$ cat src/ccpm_cfg.svh
// Offsets, field positions, codes and reset values of the mode and output unit.
`ifndef CCPM_CFG_SVH
`define CCPM_CFG_SVH

// Register offsets on the plain register port.
`define CCPM_OFS_MODE        4'h0
`define CCPM_OFS_DUTY_HIGH   4'h1
`define CCPM_OFS_CMP_LOW     4'h2
`define CCPM_OFS_CMP_HIGH    4'h3
`define CCPM_OFS_PERIOD      4'h4
`define CCPM_OFS_STATUS      4'h5
`define CCPM_OFS_DRV_EN      4'h6
`define CCPM_OFS_PORT_DATA   4'h7
`define CCPM_OFS_DEADBAND    4'h8
`define CCPM_OFS_TMR_LOW     4'h9
`define CCPM_OFS_TMR_HIGH    4'ha

// Fields of unit_mode_control.
`define CCPM_CFG_MSB         7
`define CCPM_CFG_LSB         6
`define CCPM_DUTY_LO_MSB     5
`define CCPM_DUTY_LO_LSB     4
`define CCPM_SEL_MSB         3
`define CCPM_SEL_LSB         0

// Fields of the status register.
`define CCPM_ST_EVENT        0
`define CCPM_ST_PERIOD       1

// Mode select codes.
`define CCPM_M_OFF           4'h0
`define CCPM_M_TOGGLE        4'h2
`define CCPM_M_CAP_FALL      4'h4
`define CCPM_M_CAP_RISE      4'h5
`define CCPM_M_CAP_RISE4     4'h6
`define CCPM_M_CAP_RISE16    4'h7
`define CCPM_M_CMP_SET       4'h8
`define CCPM_M_CMP_CLR       4'h9
`define CCPM_M_CMP_IRQ       4'ha
`define CCPM_M_CMP_TRIG      4'hb
`define CCPM_M_PWM_TOP       2'h3

// Capture prescale masks.
`define CCPM_PRE4_MASK       4'h3
`define CCPM_PRE16_MASK      4'hf

// Reset values.
`define CCPM_RST_MODE        8'h00
`define CCPM_RST_BYTE        8'h00
`define CCPM_RST_PERIOD      8'hff
`define CCPM_RST_NIBBLE      4'h0

`endif

$ cat src/ccpm_pkg.sv
// Types shared by the mode and output unit.
package ccpm_pkg;

   typedef enum logic [1:0] {
      CCPM_OUT_SINGLE  = 2'h0,
      CCPM_OUT_FB_FWD  = 2'h1,
      CCPM_OUT_HALF    = 2'h2,
      CCPM_OUT_FB_REV  = 2'h3
   } ccpm_outcfg_e;

   typedef logic [7:0] ccpm_byte_t;

endpackage

$ cat src/ccpm_mode_output_config.sv
// Capture, compare and bridge PWM unit with mode and output steering control.
//
// Functional notes
// - Mode zero switches off and resets unit.
// - Toggle mode inverts pin on each match.
// - Capture on falling, rising, 4th, 16th edge.
// - Set mode: pin starts low, match sets.
// - Clear mode: pin starts high, match clears.
// - Interrupt-only mode: flag only, port owns pin.
// - Trigger mode: reset timer, flag, start conversion.
// - Simple instance: no config bits, 11xx is PWM.
// - Enhanced PWM codes set A/C, B/D polarity.
// - Outside PWM, A is unit pin in toggle, set and clear modes, port otherwise; others port.
// - Single output: only A modulated.
// - Forward bridge: D modulated, A active.
// - Half bridge: A, B complementary with dead band.
// - Reverse bridge: B modulated, C active.
// - Duty is ten bits: high byte, low two.
// - Control layout: config, duty low, mode; reset zero.
// - Period flag set as second period begins.
// - Pins stay high impedance until drivers enabled.
`timescale 1ns/100ps
`include "ccpm_cfg.svh"

module ccpm_mode_output_config
   import ccpm_pkg::*;
#(
   parameter bit ENHANCED = 1'b1
) (
   // Clock and reset.
   input  wire logic       ref_clk,
   input  wire logic       resetn,
   // Register port.
   input  wire logic [3:0] reg_addr,
   input  wire logic [7:0] reg_wdata,
   input  wire logic       reg_wr,
   input  wire logic       reg_rd,
   output logic      [7:0] reg_rdata,
   // Converter trigger.
   input  wire logic       adc_enable,
   output logic            adc_start,
   // Unit pins.
   input  wire logic       output_a_i,
   output logic            output_a_o,
   output logic            output_a_oe,
   output logic            output_b_o,
   output logic            output_b_oe,
   output logic            output_c_o,
   output logic            output_c_oe,
   output logic            output_d_o,
   output logic            output_d_oe
);

   // Software registers.
   logic [1:0]  output_config_select;
   logic [1:0]  duty_low_bits;
   logic [3:0]  unit_mode_select;
   ccpm_byte_t  duty_high_byte;
   logic [15:0] cmp_val_reg;
   ccpm_byte_t  period_reg;
   logic [3:0]  drv_en_reg;
   logic [3:0]  port_data_reg;
   logic [6:0]  deadband_reg;
   logic        unit_event_flag;
   logic        period_timer_flag;

   // Unit state.
   logic [15:0] tmr_reg;
   logic [3:0]  cap_cnt_reg;
   logic        cmp_pin_reg;
   logic [9:0]  pwm_cnt_reg;
   logic [9:0]  duty_act_reg;
   logic        pwm_raw_reg;
   logic [6:0]  db_cnt_reg;
   logic        pin_sync1_reg;
   logic        pin_sync2_reg;
   logic        pin_prev_reg;
   logic        raw_prev_reg;

   // Decoded control.
   logic        wr_mode;
   logic        is_pwm;
   logic        is_capture;
   logic        is_cmp_pin;
   logic        is_compare;
   logic        cmp_match;
   logic        cap_edge;
   logic        cap_event;
   logic        cmp_event;
   logic        pwm_roll;
   logic        pol_ac_low;
   logic        pol_bd_low;
   logic        clr_event;
   logic        clr_period;
   logic [9:0]  duty_full;
   logic [3:0]  unit_own;
   logic [3:0]  unit_val;
   logic        act_a;
   logic        act_b;

   assign wr_mode    = reg_wr && (reg_addr == `CCPM_OFS_MODE);
   assign is_pwm     = (unit_mode_select[3:2] == `CCPM_M_PWM_TOP);
   assign is_capture = (unit_mode_select[3:2] == 2'h1);
   assign is_cmp_pin = (unit_mode_select == `CCPM_M_TOGGLE) ||
                       (unit_mode_select == `CCPM_M_CMP_SET) ||
                       (unit_mode_select == `CCPM_M_CMP_CLR);
   // Reserved codes fall in none of the classes and so drive nothing.
   assign is_compare = is_cmp_pin ||
                       (unit_mode_select == `CCPM_M_CMP_IRQ) ||
                       (unit_mode_select == `CCPM_M_CMP_TRIG);
   assign cmp_match  = is_compare && (tmr_reg == cmp_val_reg);
   assign cmp_event  = cmp_match && (unit_mode_select != `CCPM_M_TOGGLE);
   assign duty_full  = {duty_high_byte, duty_low_bits};
   assign pwm_roll   = is_pwm && (pwm_cnt_reg[9:2] == period_reg) &&
                       (pwm_cnt_reg[1:0] == 2'h3);
   // A simple instance has no polarity choice and is always active high.
   assign pol_ac_low = ENHANCED && unit_mode_select[1];
   assign pol_bd_low = ENHANCED && unit_mode_select[0];
   assign clr_event  = reg_wr && (reg_addr == `CCPM_OFS_STATUS) &&
                       reg_wdata[`CCPM_ST_EVENT];
   assign clr_period = reg_wr && (reg_addr == `CCPM_OFS_STATUS) &&
                       reg_wdata[`CCPM_ST_PERIOD];

   // Capture edge selection; the first sync stage feeds only the second.
   always_comb begin
      cap_edge = 1'b0;
      case (unit_mode_select)
         `CCPM_M_CAP_FALL:   cap_edge = pin_prev_reg && !pin_sync2_reg;
         `CCPM_M_CAP_RISE,
         `CCPM_M_CAP_RISE4,
         `CCPM_M_CAP_RISE16: cap_edge = !pin_prev_reg && pin_sync2_reg;
         default:            cap_edge = 1'b0;
      endcase
   end

   always_comb begin
      cap_event = 1'b0;
      case (unit_mode_select)
         `CCPM_M_CAP_RISE4:  cap_event = cap_edge &&
                                ((cap_cnt_reg & `CCPM_PRE4_MASK) == `CCPM_PRE4_MASK);
         `CCPM_M_CAP_RISE16: cap_event = cap_edge &&
                                (cap_cnt_reg == `CCPM_PRE16_MASK);
         default:            cap_event = cap_edge;
      endcase
   end

   // Control register.
   always_ff @(posedge ref_clk or negedge resetn) begin
      if (!resetn) begin
         {output_config_select, duty_low_bits, unit_mode_select} <= `CCPM_RST_MODE;
      end else if (wr_mode) begin
         // The simple instance has no configuration bits to hold.
         output_config_select <= ENHANCED ?
                                 reg_wdata[`CCPM_CFG_MSB:`CCPM_CFG_LSB] : 2'h0;
         duty_low_bits        <= reg_wdata[`CCPM_DUTY_LO_MSB:`CCPM_DUTY_LO_LSB];
         unit_mode_select     <= reg_wdata[`CCPM_SEL_MSB:`CCPM_SEL_LSB];
      end
   end

   // Plain data registers.
   always_ff @(posedge ref_clk or negedge resetn) begin
      if (!resetn) begin
         duty_high_byte <= `CCPM_RST_BYTE;
         period_reg     <= `CCPM_RST_PERIOD;
         drv_en_reg     <= `CCPM_RST_NIBBLE;
         port_data_reg  <= `CCPM_RST_NIBBLE;
         deadband_reg   <= 7'h00;
      end else if (reg_wr) begin
         case (reg_addr)
            `CCPM_OFS_DUTY_HIGH: duty_high_byte <= reg_wdata;
            `CCPM_OFS_PERIOD:    period_reg     <= reg_wdata;
            `CCPM_OFS_DRV_EN:    drv_en_reg     <= reg_wdata[3:0];
            `CCPM_OFS_PORT_DATA: port_data_reg  <= reg_wdata[3:0];
            `CCPM_OFS_DEADBAND:  deadband_reg   <= reg_wdata[6:0];
            default:             ;
         endcase
      end
   end

   // Compare value, overwritten by the timer on capture.
   always_ff @(posedge ref_clk or negedge resetn) begin
      if (!resetn) begin
         cmp_val_reg <= 16'h0000;
      end else if (cap_event) begin
         cmp_val_reg <= tmr_reg;
      end else if (reg_wr && (reg_addr == `CCPM_OFS_CMP_LOW)) begin
         cmp_val_reg[7:0] <= reg_wdata;
      end else if (reg_wr && (reg_addr == `CCPM_OFS_CMP_HIGH)) begin
         cmp_val_reg[15:8] <= reg_wdata;
      end
   end

   // Capture and compare timer.
   always_ff @(posedge ref_clk or negedge resetn) begin
      if (!resetn) begin
         tmr_reg <= 16'h0000;
      end else if (unit_mode_select == `CCPM_M_OFF) begin
         tmr_reg <= 16'h0000;
      end else if (cmp_match && (unit_mode_select == `CCPM_M_CMP_TRIG)) begin
         tmr_reg <= 16'h0000;
      end else if (is_capture || is_compare) begin
         tmr_reg <= tmr_reg + 16'h0001;
      end
   end

   // Converter start pulse, one cycle per trigger match while adc_enable is set.
   always_ff @(posedge ref_clk or negedge resetn) begin
      if (!resetn) begin
         adc_start <= 1'b0;
      end else begin
         adc_start <= cmp_match && (unit_mode_select == `CCPM_M_CMP_TRIG) &&
                      adc_enable;
      end
   end

   // Input synchroniser and edge history.
   always_ff @(posedge ref_clk or negedge resetn) begin
      if (!resetn) begin
         pin_sync1_reg <= 1'b0;
         pin_sync2_reg <= 1'b0;
         pin_prev_reg  <= 1'b0;
      end else begin
         pin_sync1_reg <= output_a_i;
         pin_sync2_reg <= pin_sync1_reg;
         pin_prev_reg  <= pin_sync2_reg;
      end
   end

   // Capture prescaler, cleared on any mode write so counting starts fresh.
   always_ff @(posedge ref_clk or negedge resetn) begin
      if (!resetn) begin
         cap_cnt_reg <= 4'h0;
      end else if (wr_mode || (unit_mode_select == `CCPM_M_OFF)) begin
         cap_cnt_reg <= 4'h0;
      end else if (cap_edge) begin
         cap_cnt_reg <= cap_cnt_reg + 4'h1;
      end
   end

   // Compare pin latch.
   always_ff @(posedge ref_clk or negedge resetn) begin
      if (!resetn) begin
         cmp_pin_reg <= 1'b0;
      end else if (wr_mode) begin
         case (reg_wdata[3:0])
            `CCPM_M_CMP_CLR: cmp_pin_reg <= 1'b1;
            default:         cmp_pin_reg <= 1'b0;
         endcase
      end else if (cmp_match) begin
         case (unit_mode_select)
            `CCPM_M_TOGGLE:  cmp_pin_reg <= !cmp_pin_reg;
            `CCPM_M_CMP_SET: cmp_pin_reg <= 1'b1;
            `CCPM_M_CMP_CLR: cmp_pin_reg <= 1'b0;
            default:         ;
         endcase
      end
   end

   // Event flag; a new event in the clearing cycle keeps the flag set.
   always_ff @(posedge ref_clk or negedge resetn) begin
      if (!resetn) begin
         unit_event_flag <= 1'b0;
      end else if (cmp_event || cap_event) begin
         unit_event_flag <= 1'b1;
      end else if (clr_event) begin
         unit_event_flag <= 1'b0;
      end
   end

   // PWM time base, held at zero outside PWM.
   always_ff @(posedge ref_clk or negedge resetn) begin
      if (!resetn) begin
         pwm_cnt_reg <= 10'h000;
      end else if (!is_pwm || pwm_roll) begin
         pwm_cnt_reg <= 10'h000;
      end else begin
         pwm_cnt_reg <= pwm_cnt_reg + 10'h001;
      end
   end

   // In PWM, duty is taken only at a period boundary so no cycle gets a torn value.
   always_ff @(posedge ref_clk or negedge resetn) begin
      if (!resetn) begin
         duty_act_reg <= 10'h000;
      end else if (!is_pwm || pwm_roll) begin
         duty_act_reg <= duty_full;
      end
   end

   always_ff @(posedge ref_clk or negedge resetn) begin
      if (!resetn) begin
         pwm_raw_reg <= 1'b0;
      end else if (!is_pwm) begin
         pwm_raw_reg <= 1'b0;
      end else if (pwm_roll) begin
         pwm_raw_reg <= (duty_full != 10'h000);
      end else begin
         pwm_raw_reg <= ((pwm_cnt_reg + 10'h001) < duty_act_reg);
      end
   end

   // The first rollover after entering PWM is the start of the second period.
   always_ff @(posedge ref_clk or negedge resetn) begin
      if (!resetn) begin
         period_timer_flag <= 1'b0;
      end else if (pwm_roll) begin
         period_timer_flag <= 1'b1;
      end else if (clr_period) begin
         period_timer_flag <= 1'b0;
      end
   end

   // Dead band: both half-bridge outputs idle for the count after each edge.
   always_ff @(posedge ref_clk or negedge resetn) begin
      if (!resetn) begin
         db_cnt_reg <= 7'h00;
      end else if (!is_pwm) begin
         db_cnt_reg <= 7'h00;
      end else if (pwm_raw_reg != raw_prev_reg) begin
         db_cnt_reg <= (deadband_reg != 7'h00) ? deadband_reg - 7'h01 : 7'h00;
      end else if (db_cnt_reg != 7'h00) begin
         db_cnt_reg <= db_cnt_reg - 7'h01;
      end
   end

   always_ff @(posedge ref_clk or negedge resetn) begin
      if (!resetn) begin
         raw_prev_reg <= 1'b0;
      end else begin
         raw_prev_reg <= pwm_raw_reg;
      end
   end

   // Delay is counted in clock cycles; zero gives plain complementary outputs.
   logic db_hold;
   logic [6:0] db_left;

   assign db_left = (pwm_raw_reg != raw_prev_reg) ? deadband_reg : db_cnt_reg;
   assign db_hold = (db_left != 7'h00);
   assign act_a   = pwm_raw_reg && !db_hold;
   assign act_b   = !pwm_raw_reg && !db_hold;

   // Steering of the unit onto the four pins, before polarity.
   always_comb begin
      unit_own = 4'h0;
      unit_val = 4'h0;
      if (is_pwm) begin
         case (ccpm_outcfg_e'(output_config_select))
            CCPM_OUT_SINGLE: begin
               unit_own = 4'h1;
               unit_val = {3'h0, pwm_raw_reg};
            end
            CCPM_OUT_FB_FWD: begin
               unit_own = 4'hf;
               unit_val = {pwm_raw_reg, 1'b0, 1'b0, 1'b1};
            end
            CCPM_OUT_HALF: begin
               unit_own = 4'h3;
               unit_val = {2'h0, act_b, act_a};
            end
            CCPM_OUT_FB_REV: begin
               unit_own = 4'hf;
               unit_val = {1'b0, 1'b1, pwm_raw_reg, 1'b0};
            end
            default: begin
               unit_own = 4'h0;
               unit_val = 4'h0;
            end
         endcase
      end else if (is_cmp_pin) begin
         unit_own = 4'h1;
         unit_val = {3'h0, cmp_pin_reg};
      end
   end

   // Pin outputs; port data where the unit does not own the pin.
   always_comb begin
      output_a_o = unit_own[0] ? (unit_val[0] ^ (is_pwm && pol_ac_low)) :
                                 port_data_reg[0];
      output_b_o = unit_own[1] ? (unit_val[1] ^ pol_bd_low) : port_data_reg[1];
      output_c_o = unit_own[2] ? (unit_val[2] ^ pol_ac_low) : port_data_reg[2];
      output_d_o = unit_own[3] ? (unit_val[3] ^ pol_bd_low) : port_data_reg[3];
   end

   // Drivers stay off from reset until software enables them.
   assign output_a_oe = drv_en_reg[0];
   assign output_b_oe = drv_en_reg[1];
   assign output_c_oe = drv_en_reg[2];
   assign output_d_oe = drv_en_reg[3];

   // Read data stand only in the cycle after the read strobe.
   always_ff @(posedge ref_clk or negedge resetn) begin
      if (!resetn) begin
         reg_rdata <= 8'h00;
      end else if (!reg_rd) begin
         reg_rdata <= 8'h00;
      end else begin
         case (reg_addr)
            `CCPM_OFS_MODE:      reg_rdata <= {output_config_select, duty_low_bits,
                                               unit_mode_select};
            `CCPM_OFS_DUTY_HIGH: reg_rdata <= duty_high_byte;
            `CCPM_OFS_CMP_LOW:   reg_rdata <= cmp_val_reg[7:0];
            `CCPM_OFS_CMP_HIGH:  reg_rdata <= cmp_val_reg[15:8];
            `CCPM_OFS_PERIOD:    reg_rdata <= period_reg;
            `CCPM_OFS_STATUS:    reg_rdata <= {6'h00, period_timer_flag, unit_event_flag};
            `CCPM_OFS_DRV_EN:    reg_rdata <= {4'h0, drv_en_reg};
            `CCPM_OFS_PORT_DATA: reg_rdata <= {4'h0, port_data_reg};
            `CCPM_OFS_DEADBAND:  reg_rdata <= {1'b0, deadband_reg};
            `CCPM_OFS_TMR_LOW:   reg_rdata <= tmr_reg[7:0];
            `CCPM_OFS_TMR_HIGH:  reg_rdata <= tmr_reg[15:8];
            default:             reg_rdata <= 8'h00;
         endcase
      end
   end

endmodule // ccpm_mode_output_config

$ cat config.mk
export PLATFORM = sky130hd
export DESIGN_NAME = ccpm_mode_output_config
export DESIGN_NICKNAME = d
export VERILOG_FILES = /design/src/ccpm_pkg.sv /design/src/ccpm_mode_output_config.sv
export VERILOG_INCLUDE_DIRS = /design/src
export SDC_FILE = /design/constraint.sdc
export NUM_CORES = 1
export LEC_CHECK = 0
export ABC_AREA = 1
export BUFFER_PORTS_ARGS = -buffer_cell sky130_fd_sc_hd__buf_2
export CAP_MARGIN = 20
export CELL_PAD_IN_SITES_DETAIL_PLACEMENT = 0
export CELL_PAD_IN_SITES_GLOBAL_PLACEMENT = 1
export CORE_ASPECT_RATIO = 1.4
export CORE_UTILIZATION = 46
export DETAILED_ROUTE_END_ITERATION = 10
export PLACE_DENSITY = 0.91
export SLEW_MARGIN = 20
export SYNTH_ARGS = -nofsm -noshare
export SYNTH_HDL_FRONTEND = slang
export SYNTH_SLANG_ARGS = --single-unit
$ cat constraint.sdc
create_clock -name ref_clk -period 3.2 [get_ports ref_clk]
set_clock_uncertainty 0.2 [all_clocks]
set_input_delay 0.8 -clock ref_clk [delete_from_list [all_inputs] [get_ports ref_clk]]
set_output_delay 0.8 -clock ref_clk [all_outputs]
set_load 0.02 [all_outputs]
==> qor.csv, run 1 <==
stage;metric;value;unit
outcome;status;finished, final reports clean;
synthesis;Yosys cell types;47;
timing;RSZ-0062 raised after global routing;no;
timing;min Tclk post-route;3.02;ns
synthesis;YS warnings;0;
global_route;largest net degree at the start of global routing;64;
synthesis;syn_area_per_cell;7.55;sq um
detailed_routing;DRC marker count from the first detailed-route iteration;286;
clock_network;TritonCTS buffer count;17;
setup_path;crit end category;primary output;
synthesis;async set-reset flop share out of synthesis;100;%
timing;crit share post-route;94.2;%
power;maximum VDD drop;371;uV
power;combinational share of power;25.6;%
detailed_routing;DRC viols;0;
clock_network;H-Tree Depth;4;
power;power per cell area;732;mW/mm^2
setup_path;most used cell, CP;nand2_1;
global_route;first-pass GRT wire length;30900;um
floorplan;io pins;35;
synthesis;top cell type's share of synthesized area;40.7;%
detailed_routing;DRT Pass-1 Iters;6;
floorplan;full die area;0.0153;sq mm
power;internal power;3.76;mW
synthesis;post-synthesis sequential area ratio;43.8;%
setup_path;critical path class;register to primary output;
timing;worst setup margin;0.185;ns
power;switching part of the total power;34.1;%
cells_and_area;antenna cells;0;
timing;Slew Limit Fails;0;
timing;final hold vios;0;
cells_and_area;nets;976;
power;Clock power frac;36.4;%
power;Power Total;5.71;mW
timing;post-route setup TNS;0;ns
detailed_routing;final WL;19300;um
power;P_leak;3.90;nW
setup_path;crit path max fanout;9;
setup_path;slowest cell on the critical path;dfrtp_1;
clock_network;register clock-pin slew on the reported worst setup and hold paths;0.06;ns
power;net load switching power;1.95;mW
setup_path;CP required;2.20;ns
placed_design;port bufs;34;
global_route;vias in the first global route;5959;
synthesis;most frequent cell after synthesis;nand2_1;
synthesis;area leader, netlist;dfrtp_1;
power;Seq pwr share;38.0;%
placed_design;DP Cell Count;1113;
synthesis;predominant post-synthesis flop cell;dfrtp_1;
placed_design;worst slack at placement;0.520;ns
synthesis;top cells by count, synth;nand2_1, inv_1, dfrtp_1;
timing;Rel. slew slack;60.5;%
timing;Achievable Freq;332;MHz
setup_path;Crit path arrival time;2.02;ns
clock_network;# clock sinks;119;
detailed_routing;Routed Antenna Nets;0;
cells_and_area;P&R area growth vs syn;14.4;%
clock_network;Post-CTS Setup Bufs;0;
global_route;total grt overflow;0;
clock_network;Root Driver;clkbuf_16;
setup_path;critical-path cell list;inv_1 -> nand2_1 -> nand2_2 -> clkinv_1 -> nand2_1 -> nand3_1 -> nand2_1 -> nand2_1 -> nand2_1 -> nand3_1 -> nand2_1 -> buf_2;
cells_and_area;final std cells w/o fill;1145;
floorplan;Initial Utilization;47.3;%
placed_design;routability cong.;0.968;
floorplan;Die X;105;um
placed_design;HPWL after detailed placement;15000;um
synthesis;flops & latches, synth;119;
clock_network;CTS tree;yes;
cells_and_area;share of cells above drive strength 1;12.1;%
timing;actual slew at the worst max-slew pin;0.591;ns
floorplan;Core Rows;52;
cells_and_area;Fillers;1431;
floorplan;Placeable Area;0.0144;sq mm
synthesis;Net Count, Synth;937;
synthesis;Post-Syn Instances;904;
timing;Setup violations, final;0;
setup_path;critical path launch point type;register;
detailed_routing;wire per inst;16.8;um
detailed_routing;via count;6045;
synthesis;EDFF count, synth;0;
floorplan;DIE HEIGHT;146;um
setup_path;Largest stage delay, worst path;0.46;ns
job;max_cap viols;0;
global_route;antenna violations before repair;0;
synthesis;Synth area leaders;dfrtp_1, nand2_1, inv_1;
clock_network;worst-skew pair later-pin latency;0.42;ns
synthesis;Post-Syn Area;0.00683;sq mm
min_path;min-delay worst type;input port to asynchronous set/reset pin;
global_route;Global Route Usage Sum;26.8;%
detailed_routing;vias per cell;5.28;
clock_network;Max clock buf depth;2;
==> area by class of cell <==
class	count	area [sq um]	share of cell area, %
Inverter	134	508	6.50
Tap cell	189	236	3.03
Clock buffer	25	505	6.47
Clock inverter	7	139	1.78
Multi-Input combinational cell	628	3180	40.7
Timing Repair Buffer	43	253	3.24
Sequential cell	119	2990	38.3
==> worst max-delay path: cells and delay by family (launching register included) <==
family | cells | cell delay [ns]
and+or+nand+nor | 9 | 0.74
DFF | 1 | 0.46
buffers and inverters | 3 | 0.39
==> kinds of logic (layout without fill, tap and decap cells) <==
logic type      after synthesis  after routing  synth area share (%)
simple gates                412            412                  25.6
compound gates              166            166                  13.6
buf+inv                     157            209                  9.75
flops                       119            119                  43.8
xor+xnor                     35             35                  4.49
fa+ha+maj                    15             15                  2.75
==> layer usage <==
metal	global-route usage [%]	share of wire [%]
met5	0	0
met3	3.93	3.7
met2	48.2	53
met1	29.3	39
met4	16.8	5.1
==> layout by cell type (no fill, tap or decap), types with 4 or more instances in the layout <==
| master | instances |
|---|---|
| dfrtp_1 | 111 |
| clkbuf_8 | 5 |
| nor3_1 | 12 |
| inv_1 | 123 |
| nor2_1 | 95 |
| o21ai_2 | 4 |
| dfstp_2 | 8 |
| xnor2_1 | 8 |
| ha_1 | 15 |
| bufinv_16 | 4 |
| o21ai_1 | 18 |
| o22ai_1 | 20 |
| o21ai_0 | 67 |
| xor2_1 | 27 |
| nand2_1 | 218 |
| nand3_1 | 46 |
| buf_2 | 33 |
| nand4_1 | 13 |
| clkbuf_16 | 17 |
| buf_4 | 9 |
| a21oi_1 | 40 |
| inv_2 | 8 |
| nor2_2 | 8 |
==> worst paths after layout <==
check | start | to | slack (ns) | depth (start not counted)
worst max-delay path | pwm_raw_reg | output_a_o | 0.18 | 12
worst min-delay path | resetn | db_cnt_reg[0] | 0.11 | 1
worst max register to register | pwm_cnt_reg[0] | pwm_raw_reg | 0.45 | 15
worst min register to register | pin_sync1_reg | pin_sync2_reg | 0.15 | 0
max in group asynchronous | resetn | tmr_reg[14] | 1.93 | 2
min in group ref_clk | pin_sync1_reg | pin_sync2_reg | 0.15 | 0
==> timing repair <==
item | CTS | global route
endpoints found under the setup margin | 0 | 2
gates resized for setup | 0 | 3
hold buffers | 0 | 0
==> power by group through the flow <==
stage               registers (mW)  logic (mW)  clock network (mW)
finish                        2.17        1.46                2.08
global route                  2.21        1.67                2.17
CTS                           2.17        1.47                2.10
detailed placement            2.19        1.46                   0
global placement              2.18        1.44                   0
floorplan                     2.07        1.13                   0
==> stage by stage <==
step | utilization, % | hold slack, ns | cell area [sq um]
floorplan | - | 0.131 | 6830
global placement | 49.6 | 0.135 | 7160
detailed placement | 49.6 | 0.141 | 7160
CTS | 54.0 | 0.114 | 7800
global route | 54.1 | 0.136 | 7810
finish | 54.1 | 0.106 | 7810
No activity file was read; power rests on OpenSTA's default activity.
==> run 2, diff against run 1 <==
Settings changed: ABC_AREA 1 to unset, BUFFER_PORTS_ARGS -buffer_cell sky130_fd_sc_hd__buf_2 to unset, CORE_UTILIZATION 46 to 35, DONT_BUFFER_PORTS set to 1, PLACE_DENSITY 0.91 to 0.69.
==> run 2 against run 1 <==
  * The flow now finishes with violations (hold timing)
  * Synthesized cell count shrank 27%
  * Global-route usage shrank 7.0 points
  * Sequential share of layout area grew 0.34 points
  * Sequential cell count is the same
  * Utilization shrank 14 points
  * Hold slack lost 0.23 ns
  * Register-to-register slack gained 0.25 ns
  * First-iteration DRC count shrank 18%
==> qor.csv, run 2 <==
stage;metric;value;unit
setup_path;Crit path arrival time;2.09;ns
synthesis;top cells by count, synth;dfrtp_1, mux2_2, nor2_1;
cells_and_area;finished layout cell area;0.00775;sq mm
clock_network;TritonCTS buffer count;17;
clock_network;# clock sinks;119;
cells_and_area;share of cells above drive strength 1;20.1;%
global_route;largest net degree at the start of global routing;120;
clock_network;register clock-pin slew on the reported worst setup and hold paths;0.05;ns
setup_path;crit end category;primary output;
synthesis;Post-Syn Area;0.00684;sq mm
synthesis;top cell type's share of synthesized area;40.6;%
outcome;violated checks;hold timing;
synthesis;area leader, netlist;dfrtp_1;
clock_network;worst-skew pair later-pin latency;0.42;ns
cells_and_area;commonest non-fill, non-tap cell in the layout;dfrtp_1;
synthesis;YS warnings;0;
detailed_routing;DRT Pass-1 Iters;4;
synthesis;Post-Syn Instances;658;
timing;worst setup margin;0.113;ns
placed_design;DP Cell Count;888;
floorplan;Initial Utilization;35.6;%
cells_and_area;nets;692;
power;maximum VDD drop;339;uV
power;P_leak;3.49;nW
job;max_cap viols;0;
clock_network;CTS tree;yes;
timing;Slew Limit Fails;0;
timing;Rel. slew slack;50.0;%
floorplan;Placeable Area;0.0192;sq mm
synthesis;most frequent cell after synthesis;dfrtp_1;
floorplan;DIE HEIGHT;167;um
placed_design;worst slack at placement;0.343;ns
synthesis;post-synthesis sequential area ratio;43.7;%
timing;post-route setup TNS;0;ns
floorplan;Die X;120;um
power;power per cell area;755;mW/mm^2
detailed_routing;vias per cell;5.45;
synthesis;Synth area leaders;dfrtp_1, mux2_2, xor2_1;
global_route;Global Route Usage Sum;19.8;%
synthesis;async set-reset flop share out of synthesis;100;%
clock_network;Post-CTS Setup Bufs;0;
floorplan;Core Rows;60;
cells_and_area;final std cells w/o fill;921;
setup_path;crit path max fanout;3;
synthesis;Net Count, Synth;691;
cells_and_area;Fillers;1895;
setup_path;critical path class;register to primary output;
timing;Setup violations, final;0;
global_route;first-pass GRT wire length;30100;um
placed_design;port bufs;0;
placed_design;HPWL after detailed placement;13900;um
placed_design;routability cong.;0.932;
setup_path;CP required;2.20;ns
detailed_routing;DRC marker count from the first detailed-route iteration;235;
min_path;min-delay worst type;input port to asynchronous set/reset pin;
global_route;vias in the first global route;5303;
synthesis;Yosys cell types;60;
timing;Achievable Freq;324;MHz
setup_path;critical path launch point type;register;
timing;min Tclk post-route;3.09;ns
synthesis;syn_area_per_cell;10.4;sq um
synthesis;flops & latches, synth;119;
synthesis;predominant post-synthesis flop cell;dfrtp_1;
cells_and_area;P&R area growth vs syn;13.3;%
clock_network;Max clock buf depth;2;
timing;actual slew at the worst max-slew pin;0.749;ns
global_route;antenna violations before repair;1;
outcome;status;finished, violations left;
clock_network;H-Tree Depth;4;
floorplan;full die area;0.0201;sq mm
detailed_routing;wire per inst;20.3;um
timing;Min Hold Slack;-0.124;ns
timing;final hold vios;111;
floorplan;io pins;35;
timing;crit share post-route;96.5;%
cells_and_area;most frequent cells in the layout;dfrtp_1, mux2_2, nor2_1;
detailed_routing;final WL;18700;um
detailed_routing;DRC viols;0;
clock_network;Root Driver;clkbuf_16;
detailed_routing;Routed Antenna Nets;0;
detailed_routing;via count;5015;
placed_design;Placed Area;0.00707;sq mm
global_route;total grt overflow;0;
synthesis;EDFF count, synth;0;
[run 2: changes by cell type after synthesis, moves of 18 or more]
cell,delta
o21ai_0,-50
mux2_2,+52
o21ai_1,-18
nand3_1,-25
mux2i_1,+28
nor2_1,-47
o22ai_1,-20
inv_1,-103
nand2_1,-177
[run 2: cell type report]
type / instances / area, sq um / share of cell area, %
multi-input cells: 480 / 3580 / 46.2
flip-flops and latches: 119 / 2990 / 38.6
repair buffers: 21 / 158 / 2.03
clock buffers: 20 / 457 / 5.89
inverters: 20 / 75.1 / 0.969
well taps: 248 / 310 / 4.00
diodes: 1 / 2.50 / 0.0323
clock inverters: 12 / 174 / 2.24
[run 2: cells by family (layout without fill, tap and decap cells)]
family          after synthesis  after routing  share of synthesized area, %
flops                       119            119                          43.7
other cells                   0              1                             0
xor+xnor                     63             63                          8.29
fa+ha+maj                    15             15                          2.74
buf+inv                      59             73                          4.57
simple gates                217            217                          16.4
mux                          86             86                          14.7
compound gates               99             99                          9.59
[run 2: layer usage]
layer	GRT usage, %	part of all wire, %	up-vias
met5	0	0	-
met4	10.4	3.6	0
met3	3.71	2.8	31
met2	36.2	55	87
met1	21.2	38	2550
li1	-	-	2347
[run 2: per-stage QoR]
step | util (%) | hold WS, ns | power, mW
6_report | 40.3 | -0.124 | 5.85
3_5_place_dp | 36.8 | 0.136 | 3.78
3_3_place_gp | 36.8 | 0.134 | 3.74
2_1_floorplan | - | 0.131 | 3.38
5_1_grt | 40.3 | -0.141 | 6.16
4_1_cts | 40.1 | -0.140 | 5.85
[run 2: power breakdown]
group | leakage [nW] | internal, mW | total (mW) | switching, mW
clock network | 0.298 | 1.34 | 2.04 | 0.703
registers | 1.49 | 1.86 | 2.31 | 0.454
logic | 1.69 | 0.769 | 1.49 | 0.723
total | 3.49 | 3.97 | 5.85 | 1.88
[run 2: worst max-delay path: stages, from the launching register on]
cell	delay (ns)
dfrtp_1	0.41
nor4_4	0.37
nand3_2	0.14
a211oi_2	0.25
mux2i_1	0.26
nor3_2	0.07
buf_4	0.16
[run 2: final timing paths]
kind                                     startpoint             to  slack, ns  depth (start not counted)
worst max-delay path                  db_cnt_reg[5]     output_b_o       0.11                          6
worst min-delay path                         resetn  db_cnt_reg[1]      -0.12                          0
worst max register to register  unit_mode_select[0]     tmr_reg[7]       0.70                          6
worst min register to register        pin_sync1_reg  pin_sync2_reg       0.15                          0
max in group asynchronous                    resetn  period_reg[7]       2.65                          0
min in group ref_clk                  pin_sync1_reg  pin_sync2_reg       0.15                          0
[run 2: repair_timing]
action                     CTS  global route
pin swaps                    0             4
setup endpoints to repair    1             1
hold endpoints to repair   111           111
resized for setup            2             8
